**src/hw/line_thresh_pkg.sv**
```systemverilog
// Constants and carrier types for the line threshold interrupt block.
// Assumes a byte-wide register port with one-cycle read latency.
package line_thresh_pkg;

    localparam int ADDR_W = 8;
    localparam int DATA_W = 8;

    // --------------------------------------------------------------
    // Register offsets
    // --------------------------------------------------------------
    localparam logic [7:0] OFS_LOOP_CURRENT = 8'h1c;
    localparam logic [7:0] OFS_LOOP_VOLTAGE = 8'h1d;
    localparam logic [7:0] OFS_THRESHOLD = 8'h2b;
    localparam logic [7:0] OFS_THRESH_CTRL = 8'h2c;
    localparam logic [7:0] OFS_RSVD_FIRST = 8'h2d;
    localparam logic [7:0] OFS_RSVD_LAST = 8'h3a;
    localparam logic [7:0] OFS_RELEASE_TIMING = 8'h3b;
    localparam logic [7:0] OFS_GLOBAL_CTRL = 8'h3c;
    localparam logic [7:0] OFS_IRQ_STATUS = 8'h3d;
    localparam logic [7:0] OFS_IRQ_MASK = 8'h3e;

    // --------------------------------------------------------------
    // Field positions and reset values
    // --------------------------------------------------------------
    localparam int BIT_DIRECTION = 0;
    localparam int BIT_IRQ_MASK = 1;
    localparam int BIT_SOURCE = 2;
    localparam int BIT_CROSSED = 3;
    localparam int BIT_QUENCH_HI = 6;
    localparam int BIT_QUENCH_LO = 4;
    localparam int BIT_RX_GAIN = 2;
    localparam int BIT_GUARD_DRAW = 1;
    localparam int BIT_GLOBAL_EN = 0;
    localparam int BIT_SIGN = 7;
    localparam logic [7:0] CTRL_WR_MASK = 8'h0_7;
    localparam logic [7:0] TIMING_WR_MASK = 8'h5_6;
    localparam logic [7:0] RESET_ZERO = 8'h0_0;
    localparam logic [7:0] RESET_TIMING = 8'h0_0;
    localparam logic [7:0] ONE_BYTE = 8'h0_1;

    typedef struct packed {
        logic [ADDR_W-1:0] addr;
        logic [DATA_W-1:0] wdata;
        logic wr;
        logic rd;
    } reg_req_t;

    typedef struct packed {
        logic [DATA_W-1:0] value;
        logic valid;
    } sample_t;

endpackage

```
**src/hw/line_threshold_interrupt.sv**
```systemverilog
// Threshold interrupt logic of a line-side interface device.
// Assumes samples arrive on sys_clk with a one-cycle update strobe.
//
// Contract
// RL1: Crossing sets threshold-crossed flag bit 3
// RL2: Flag, mask and global enable drive interrupt
// RL3: Flag sticks until software writes zero
// RL4: Source bit 0 compares loop current
// RL5: Source bit 1 compares loop voltage
// RL6: Mask bit 1 gates pin interrupt
// RL7: Direction 0 triggers on magnitude below threshold
// RL8: Direction 1 triggers on magnitude above threshold
// RL9: Software never writes reserved range
// RL10: Release timing holds quench, gain, guard bits
// RL11: Threshold from separate register, reset zero
// RL12: Voltage is two's complement, take magnitude
// RL13: Compare on each selected sample update
// RL14: Control bits 7:4 read zero, reset zero
//
// The address-and-strobe port was left to the implementer.
`timescale 1ns/1ps

module line_threshold_interrupt
(
    input wire logic sys_clk,
    input wire logic reset,
    input wire line_thresh_pkg::reg_req_t regReq,
    output logic [line_thresh_pkg::DATA_W-1:0] regRdata,
    input wire line_thresh_pkg::sample_t currentSample,
    input wire line_thresh_pkg::sample_t voltageSample,
    output logic irqOut,
    output logic [1:0] quenchCode,
    output logic rxGainStep,
    output logic guardDrawEnable
);

    // --------------------------------------------------------------
    // Address decode
    // --------------------------------------------------------------
    wire logic wrThresh;
    wire logic wrCtrl;
    wire logic wrTiming;
    wire logic wrGlobal;
    wire logic wrMask;
    wire logic rdStatus;
    wire logic [7:0] wdata;
    assign wdata = regReq.wdata;
    assign wrThresh = regReq.wr
        && regReq.addr == line_thresh_pkg::OFS_THRESHOLD;
    assign wrCtrl = regReq.wr
        && regReq.addr == line_thresh_pkg::OFS_THRESH_CTRL;
    assign wrTiming = regReq.wr
        && regReq.addr == line_thresh_pkg::OFS_RELEASE_TIMING;
    assign wrGlobal = regReq.wr
        && regReq.addr == line_thresh_pkg::OFS_GLOBAL_CTRL;
    assign wrMask = regReq.wr
        && regReq.addr == line_thresh_pkg::OFS_IRQ_MASK;
    assign rdStatus = regReq.rd
        && regReq.addr == line_thresh_pkg::OFS_IRQ_STATUS;

    // --------------------------------------------------------------
    // Registers
    // --------------------------------------------------------------
    logic [7:0] threshold_q;
    logic [2:0] ctrl_q;
    logic crossed_q;
    logic crossed_d;
    logic [7:0] timing_q;
    logic globalEn_q;
    logic status_q;
    logic status_d;
    logic mask_q;
    logic [7:0] current_q;
    logic [7:0] voltage_q;

    wire logic direction;
    wire logic srcVoltage;
    wire logic pinMask;
    assign direction = ctrl_q[line_thresh_pkg::BIT_DIRECTION];
    assign pinMask = ctrl_q[line_thresh_pkg::BIT_IRQ_MASK];
    assign srcVoltage = ctrl_q[line_thresh_pkg::BIT_SOURCE];

    always_ff @(posedge sys_clk)
    begin
        if (reset)
        begin
            threshold_q <= line_thresh_pkg::RESET_ZERO; // RL11
            ctrl_q <= line_thresh_pkg::RESET_ZERO[2:0]; // RL14
        end
        else
        begin
            if (wrThresh)
                threshold_q <= wdata; // RL11
            if (wrCtrl)
                ctrl_q <= wdata[2:0]; // RL14
        end
    end

    // Release timing has no defined reset value; cleared for determinism.
    always_ff @(posedge sys_clk)
    begin
        if (reset)
            timing_q <= line_thresh_pkg::RESET_TIMING;
        else if (wrTiming)
            timing_q <= wdata & line_thresh_pkg::TIMING_WR_MASK; // RL10
    end

    always_ff @(posedge sys_clk)
    begin
        if (reset)
        begin
            globalEn_q <= 1'b0;
            mask_q <= 1'b0;
        end
        else
        begin
            if (wrGlobal)
                globalEn_q <= wdata[line_thresh_pkg::BIT_GLOBAL_EN];
            if (wrMask)
                mask_q <= wdata[line_thresh_pkg::BIT_CROSSED];
        end
    end

    // Latest measurement copies, readable by software
    always_ff @(posedge sys_clk)
    begin
        if (reset)
        begin
            current_q <= line_thresh_pkg::RESET_ZERO;
            voltage_q <= line_thresh_pkg::RESET_ZERO;
        end
        else
        begin
            if (currentSample.valid)
                current_q <= currentSample.value;
            if (voltageSample.valid)
                voltage_q <= voltageSample.value;
        end
    end

    // --------------------------------------------------------------
    // Threshold comparison
    // --------------------------------------------------------------
    wire logic [7:0] selValue;
    wire logic selValid;
    wire logic [7:0] magnitude;
    wire logic below;
    wire logic above;
    wire logic trigger;
    assign selValue = srcVoltage ? voltageSample.value
                                 : currentSample.value; // RL4 RL5
    assign selValid = srcVoltage ? voltageSample.valid
                                 : currentSample.valid; // RL13
    // Negating -128 gives 128 back, the right magnitude as unsigned
    assign magnitude = selValue[line_thresh_pkg::BIT_SIGN]
        ? 8'(~selValue + line_thresh_pkg::ONE_BYTE) : selValue; // RL12
    assign below = magnitude < threshold_q; // RL7
    assign above = magnitude > threshold_q; // RL8
    assign trigger = selValid && (direction ? above : below); // RL13

    // --------------------------------------------------------------
    // Sticky flags: a trigger in the clearing cycle wins
    // --------------------------------------------------------------
    wire logic clrCrossed;
    assign clrCrossed = wrCtrl && !wdata[line_thresh_pkg::BIT_CROSSED];

    always_comb
    begin
        crossed_d = crossed_q;
        if (clrCrossed)
            crossed_d = 1'b0; // RL3
        if (trigger)
            crossed_d = 1'b1; // RL1
        status_d = status_q;
        if (rdStatus)
            status_d = 1'b0;
        if (trigger)
            status_d = 1'b1;
    end

    always_ff @(posedge sys_clk)
    begin
        if (reset)
        begin
            crossed_q <= 1'b0;
            status_q <= 1'b0;
        end
        else
        begin
            crossed_q <= crossed_d;
            status_q <= status_d;
        end
    end

    // --------------------------------------------------------------
    // Interrupt output
    // --------------------------------------------------------------
    // Gate with next-cycle enables, so the pin moves in step with a
    // mask or enable write rather than one cycle behind it
    wire logic pinMaskD;
    wire logic globalEnD;
    wire logic statusMaskD;
    wire logic irqD;
    assign pinMaskD = wrCtrl ? wdata[line_thresh_pkg::BIT_IRQ_MASK]
                             : pinMask; // RL6
    assign globalEnD = wrGlobal ? wdata[line_thresh_pkg::BIT_GLOBAL_EN]
                                : globalEn_q; // RL2
    assign statusMaskD = wrMask ? wdata[line_thresh_pkg::BIT_CROSSED]
                                : mask_q;
    assign irqD = (crossed_d && pinMaskD && globalEnD) // RL2 RL6
        || (status_d && statusMaskD);

    always_ff @(posedge sys_clk)
    begin
        if (reset)
            irqOut <= 1'b0;
        else
            irqOut <= irqD;
    end

    // --------------------------------------------------------------
    // Read mux
    // --------------------------------------------------------------
    wire logic [7:0] ctrlView;
    wire logic [7:0] rdMux;
    assign ctrlView = {4'h0, crossed_q, ctrl_q}; // RL14
    assign rdMux =
        regReq.addr == line_thresh_pkg::OFS_THRESHOLD ? threshold_q :
        regReq.addr == line_thresh_pkg::OFS_THRESH_CTRL ? ctrlView :
        regReq.addr == line_thresh_pkg::OFS_RELEASE_TIMING ? timing_q :
        regReq.addr == line_thresh_pkg::OFS_LOOP_CURRENT ? current_q :
        regReq.addr == line_thresh_pkg::OFS_LOOP_VOLTAGE ? voltage_q :
        regReq.addr == line_thresh_pkg::OFS_GLOBAL_CTRL
            ? {7'h00, globalEn_q} :
        regReq.addr == line_thresh_pkg::OFS_IRQ_STATUS
            ? {4'h0, status_q, 3'h0} :
        regReq.addr == line_thresh_pkg::OFS_IRQ_MASK
            ? {4'h0, mask_q, 3'h0} :
        line_thresh_pkg::RESET_ZERO;

    // Reserved range reads zero; writes there are dropped (RL9 is software's)
    always_ff @(posedge sys_clk)
    begin
        if (reset)
            regRdata <= line_thresh_pkg::RESET_ZERO;
        else if (regReq.rd)
            regRdata <= rdMux;
        else
            regRdata <= line_thresh_pkg::RESET_ZERO;
    end

    // --------------------------------------------------------------
    // Release timing outputs
    // --------------------------------------------------------------
    always_ff @(posedge sys_clk)
    begin
        if (reset)
        begin
            quenchCode <= 2'b00;
            rxGainStep <= 1'b0;
            guardDrawEnable <= 1'b0;
        end
        else
        begin
            quenchCode <= {timing_q[line_thresh_pkg::BIT_QUENCH_HI],
                           timing_q[line_thresh_pkg::BIT_QUENCH_LO]}; // RL10
            rxGainStep <= timing_q[line_thresh_pkg::BIT_RX_GAIN];
            guardDrawEnable <= timing_q[line_thresh_pkg::BIT_GUARD_DRAW];
        end
    end

    // --------------------------------------------------------------
    // Assertions
    // --------------------------------------------------------------
    flag_sets_a: // RL1
    assert property (@(posedge sys_clk) disable iff (reset)
        trigger |=> crossed_q)
    else $error("crossing did not set flag");

    flag_sticky_a: // RL3
    assert property (@(posedge sys_clk) disable iff (reset)
        crossed_q && !clrCrossed |=> crossed_q)
    else $error("flag dropped without a zero write");

    flag_clear_a: // RL3
    assert property (@(posedge sys_clk) disable iff (reset)
        crossed_q && clrCrossed && !trigger |=> !crossed_q)
    else $error("zero write did not clear flag");

    irq_gated_a: // RL2
    assert property (@(posedge sys_clk) disable iff (reset)
        crossed_q && pinMask && globalEn_q |-> irqOut)
    else $error("interrupt missing");

    mask_blocks_a: // RL6
    assert property (@(posedge sys_clk) disable iff (reset)
        !pinMask && !(status_q && mask_q) |-> !irqOut)
    else $error("interrupt while masked");

    global_gate_a: // RL2
    assert property (@(posedge sys_clk) disable iff (reset)
        !globalEn_q && !(status_q && mask_q) |-> !irqOut)
    else $error("interrupt while globally disabled");

    status_set_a: // RL1
    assert property (@(posedge sys_clk) disable iff (reset)
        trigger |=> status_q)
    else $error("crossing did not set status");

    current_src_a: // RL4
    assert property (@(posedge sys_clk) disable iff (reset)
        !srcVoltage && currentSample.valid && !crossed_q
        && (direction ? currentSample.value > threshold_q
            && !currentSample.value[line_thresh_pkg::BIT_SIGN]
            : currentSample.value < threshold_q
            && !currentSample.value[line_thresh_pkg::BIT_SIGN])
        |=> crossed_q)
    else $error("current sample ignored");

    voltage_abs_a: // RL5
    assert property (@(posedge sys_clk) disable iff (reset)
        srcVoltage && voltageSample.valid
        && voltageSample.value == 8'hff && direction
        && threshold_q == 8'h00 |=> crossed_q)
    else $error("voltage magnitude not used");

    below_dir_a: // RL7
    assert property (@(posedge sys_clk) disable iff (reset)
        selValid && !direction && magnitude >= threshold_q
        && !crossed_q && !wrCtrl |=> !crossed_q)
    else $error("false trigger on low direction");

    above_dir_a: // RL8
    assert property (@(posedge sys_clk) disable iff (reset)
        selValid && direction && magnitude <= threshold_q
        && !crossed_q && !wrCtrl |=> !crossed_q)
    else $error("false trigger on high direction");

    ctrl_top_zero_a: // RL14
    assert property (@(posedge sys_clk) disable iff (reset)
        regReq.rd && regReq.addr == line_thresh_pkg::OFS_THRESH_CTRL
        |=> regRdata[7:4] == 4'h0)
    else $error("reserved control bits not zero");

endmodule
```
**config.mk**
```make
export PLATFORM = sky130hd
export DESIGN_NAME = line_threshold_interrupt
export DESIGN_NICKNAME = d
export VERILOG_FILES = /design/src/hw/line_thresh_pkg.sv /design/src/hw/line_threshold_interrupt.sv
export SDC_FILE = /design/constraint.sdc
export NUM_CORES = 1
export LEC_CHECK = 0
export ABC_CLOCK_PERIOD_IN_PS = 4550
export BUFFER_PORTS_ARGS = -buffer_cell sky130_fd_sc_hd__clkbuf_2
export CAP_MARGIN = 25
export CORE_MARGIN = 2
export CORE_UTILIZATION = 58
export CTS_CLUSTER_DIAMETER = 40
export DETAILED_ROUTE_END_ITERATION = 10
export HOLD_SLACK_MARGIN = 0.15
export PLACE_DENSITY = 0.94
export SETUP_SLACK_MARGIN = 0.02
export SYNTH_ARGS = -nofsm -noshare
export SYNTH_HDL_FRONTEND = slang
export SYNTH_SLANG_ARGS = --single-unit
```
**constraint.sdc**
```tcl
create_clock -name sys_clk -period 4.55 [get_ports sys_clk]
set_input_delay 0 -clock sys_clk [delete_from_list [all_inputs] [get_ports sys_clk]]
set_output_delay 0 -clock sys_clk [all_outputs]
set_load 0.005 [all_outputs]
```
# After elaboration in Yosys (flattened, before gate mapping)
# Index checks and enable logic that the tools add are counted.
# classes
add_sub_neg,1
n_mul,0
bitwise_logic,2
order_cmp,2
reduce_logical,14
shifts,0
n_eq_ne,8
n_div,0
mux,19
# op_table
cell,count
8-bit 2-to-1 mux,7
8-bit by 6-bit == test with 1-bit output (second input constant),6
8-bit by 5-bit == test with 1-bit output (second input constant),2
4-bit 2-to-1 mux,3
1-bit logical AND,11
1-bit 2-to-1 mux,9
8-bit by 1-bit adder with 8-bit output (second input constant),1
8-bit > comparator,1
8-bit < comparator,1
8-bit inverter,1
2-bit OR reduction,1
1-bit logical NOT,1
1-bit logical OR,1
1-bit inverter,1
# totals
out_inout_bits,13
mem_bits_ro,0
mem_count,0
latchBits,0
in_bits,38
elab_cells,60
ramBits,0
reg_bits,48

# Logic depth before layout (Yosys ltp)
# depth
depth_word,11
depth_mapped,13
depth_no_buf,12

# Worst setup path before layout
# OpenSTA, ideal clock, no wires.
# synth_path
path_kind,reg2reg
from,register ctrl_q[2]
to,register irqOut
setup_time_ns,0.092
t_required_ns,4.458
arrival_time_ns,2.779
path_stages_with_launch,14
period_less_slack_ns,2.872
setup_slack_ns,1.678
path_buffers,1
path_cell_list,dfxtp_1 > buf_2 > mux2i_1 > ha_1 > nand2_1 > o21ai_0 > xor2_1 > ha_1 > nand4_1 > or3b_1 > a21o_1 > o311ai_1 > a22oi_1 > o32ai_1
# synth_via
elab_chain_cells,11
word_cells_on_any_way,15
classes_between,add/sub (1); order compare (2); mux (6); bitwise (1); reduce/logical (5)
# synth_lines
element,line,text
from (decl),line_threshold_interrupt.sv:65,logic [2:0] ctrl_q;
from (signal assigned),line_threshold_interrupt.sv:88,ctrl_q <= line_thresh_pkg::RESET_ZERO[2:0];
from (signal assigned),line_threshold_interrupt.sv:95,ctrl_q <= wdata[2:0];
8-bit 2-to-1 mux,line_threshold_interrupt.sv:150,assign selValue = srcVoltage ? voltageSample.value
8-bit inverter,line_threshold_interrupt.sv:156,? 8'(~selValue + line_thresh_pkg::ONE_BYTE) : selValue;
8-bit by 1-bit adder with 8-bit output,line_threshold_interrupt.sv:156,
8-bit 2-to-1 mux,line_threshold_interrupt.sv:156,
8-bit < comparator / 8-bit > comparator (equally long branches),"line_threshold_interrupt.sv:157, line_threshold_interrupt.sv:158",
1-bit 2-to-1 mux,line_threshold_interrupt.sv:159,assign trigger = selValid && (direction ? above : below);
1-bit logical AND (*),line_threshold_interrupt.sv:159,
1-bit 2-to-1 mux,line_threshold_interrupt.sv:172,if (trigger)
1-bit logical AND (2 in a row),line_threshold_interrupt.sv:210,assign irqD = (crossed_d && pinMaskD && globalEnD)
1-bit logical OR (*),line_threshold_interrupt.sv:211,|| (status_d && statusMaskD);
to (signal assigned),line_threshold_interrupt.sv:218,irqOut <= irqD;
to (decl),line_threshold_interrupt.sv:31,"output logic irqOut,"
# Every way passes the cells marked *; elsewhere a longest branch is shown, timed or not.
# A chain may end at the register's enable or synchronous reset.

# Final worst setup path
# Ends and elaborated chain as after synthesis.

==> impl_metrics.yaml <==
sta:
  setup_viol: 0
  maxSlewHeadroom_pct: 43.9
  hold_viol_final: 0
  clock.fmax_mhz: 298
  tns_ns: 0
  min_period_over_period_pct: 73.8
  grt_setup_unrepaired: "false"
  period_needed_ns: 3.36
  finClkSkew_ns: 0.00436
  worst_pin_slew_ns: 0.842
  slew_violations: 0
power:
  vdd_drop_max_uv: 231
  p_per_area_nw_per_um2: 273
  power_leakage_nw: 1.22
job:
  maxCapViolations: 0
cts:
  cts.path.max_buffers: 2
  clk_pin_slew_worst_paths_ns: 0.08
  clock-sinks: 48
  clock_latency_ns: 0.31
  cts_tree: "yes"
  h-tree-depth: 2
  cts_buffers: 5
  root_buffer: "clkbuf_8"
logic_synthesis:
  ys_async_sr_fraction_pct: 0
  syn_inst: 275
  synth_area_um2: 2410
  netlist_top_cells_area: "dfxtp_1 (40%), mux2i_1 (11%), nor2_1 (5.1%)"
  syn_avg_cell_area_um2: 8.75
  yosys_warnings: 0
  synthFlopType: "dfxtp_1"
  synth_edf_count: 0
  yosysTopAreaCellShare_pct: 39.9
  syn_nets: 322
  netlist-cell-type-count: 46
  ys_ff_latch: 48
  yosysTopAreaCell: "dfxtp_1"
  ys_seq_area_share_pct: 39.9
grt:
  track_usage_pct: 28.4
  grt_remaining_overflow: 0
  grt_pass1_vias: 2134
  grt_max_degree: 43
  antenna_found_initial: 0
  grt_pass1_wl_um: 9810
floorplan:
  die_w_um: 68.4
  initial_core_util_pct: 60.2
  coreArea_um2: 4000
  die_h_um: 68.4
  dieArea_um2: 4680
  pin_count: 51
  num_rows: 23
worst_setup_path:
  cp_slowest_stage_delay_ns: 0.70
  cp-start-kind: "register"
  path_class: "register to register"
  required_ns: 4.76
  path_cells: "mux2i_1 > ha_1 > nand2_1 > o21ai_0 > xor2_1 > ha_1 > nand4_1 > or3b_1 > a21o_1 > o311ai_1 > a22oi_1 > o32ai_1"
  cp.arrival_ns: 3.57
  r2r_setup_slack_ns: 1.19
  cpMaxStageDelayCell: "dfxtp_1"
  crit_top_cell: "ha_1"
  crit_path_max_fanout: 12
  worst_setup_path_end_kind: "register"
placement:
  dp_hpwl_um: 4230
  place_congestion: 0.908
  dp_cells: 362
  port_buffers: 50
routing:
  routed_wl_um: 5900
  viasPerCell: 5.78
  drtAntennaViolNets: 0
  drt_first_pass_iters: 5
  first_iter_violations: 198
  drc: 0
  routedWlPerCell_um: 14.9
  via_count: 2285
layout:
  final_cells: 395
  nets: 391
  syn_to_final_growth_pct: 24.9
  drive_above_1_share_pct: 19.1
  num_antenna_cells: 0
outcome:
  outcome: "complete, no violations"
worst_hold_path:
  hp-class: "input port to register"
-- flip-flops by register name (all words and copies together), names as in the netlist --
signal	flops
quenchCode	2
threshold_q	8
guardDrawEnable	1
crossed_q	1
irqOut	1
ctrl_q	3
globalEn_q	1
mask_q	1
current_q	8
timing_q	4
regRdata	8
rxGainStep	1
voltage_q	8
status_q	1
-- per-stage QoR --
stage                     setup WS (ns)  cell area [um^2]  power, mW  utilization [%]  hold slack [ns]
after floorplan                    1.68              2410      0.508                -            0.147
after global placement             1.45              2660      0.539             66.5            0.250
after detailed placement           1.25              2660      0.544             66.5            0.258
after CTS                          1.23              3000      0.822             75.1            0.152
after global routing              0.879              3000      0.853             75.1            0.187
final                              1.19              3000      0.819             75.1            0.171
-- cell families after synthesis --
group | share of synthesized area (%)
AO/OA/AOI/OAI | 14.6
XOR/XNOR | 1.82
adder cells (fa/ha/maj) | 4.68
buffers and inverters | 4.00
flip-flops | 39.9
multiplexers | 12.2
AND/OR/NAND/NOR | 22.8
-- cell usage in the layout (no fill, tap or decap), types with 3 or more instances in the layout --
cell type / instances
a21oi_1: 24
a222oi_1: 4
a22oi_1: 8
clkbuf_2: 50
clkbuf_8: 6
dfxtp_1: 48
dlygate4sd3_1: 25
ha_1: 9
inv_1: 10
mux2i_1: 27
nand2_1: 30
nand3_1: 17
nand4_1: 3
nor2_1: 33
nor2b_1: 6
o21ai_0: 7
xor2_1: 3
-- path summary, 6_finish.rpt --
kind                from          end  cells past startpoint
max            ctrl_q[2]       irqOut                     12
min           regReq[10]     status_q                      4
max reg2reg    ctrl_q[2]       irqOut                     12
min reg2reg  timing_q[2]  timing_q[2]                      2
-- critical path, delay by kind of cell (launching register included) --
family | cells | cell delay [ns]
AND/OR/NAND/NOR | 3 | 0.59
adder cells (fa/ha/maj) | 2 | 0.56
multiplexers | 1 | 0.36
XOR/XNOR | 1 | 0.11
AO/OA/AOI/OAI | 5 | 0.94
flip-flops | 1 | 0.70
-- per-layer routing --
layer	GRT usage, %	share of wire, %	routed length (um)
met1	35.8	44	2600
met2	47.5	48	2830
met3	7.07	6.8	399
met4	8.50	1.2	72
met5	0	0	0
-- synth_stat cells (2+ instances only) --
cell type  number
nor2_1         33
a222oi_1        4
clkbuf_1        8
a21oi_1        24
ha_1            9
buf_4           2
nand3_1        17
a22oi_1         8
inv_1          10
nand2_1        30
dfxtp_1        48
o21ai_0         7
xnor2_1         2
xor2_1          3
nor2b_1         6
buf_2           2
a31oi_1         2
nor3b_1         2
mux2i_1        27
nand4_1         3
mux2_2          2
o211ai_1        2
-- power by group --
group	internal, mW	switching, mW
Combinational	0.0554	0.0615
Clock	0.124	0.142
Sequential	0.430	0.00690
Total	0.609	0.210
-- what timing repair did --
item / CTS / global route
endpoints found under the hold margin: 35 / 0
gates resized for setup: 0 / 0
hold buffers: 25 / 0
buffers inserted: 0 / 0
-- final cells by class --
cell class	instances	area (um^2)
multi-input cells	204	1350
fillers	289	996
flip-flops and latches	48	961
repair buffers	75	500
clock buffers	7	86.3
well taps	50	62.6
inverters	10	37.5
clock inverters	1	7.51
Power figures use the tool's default switching activity.
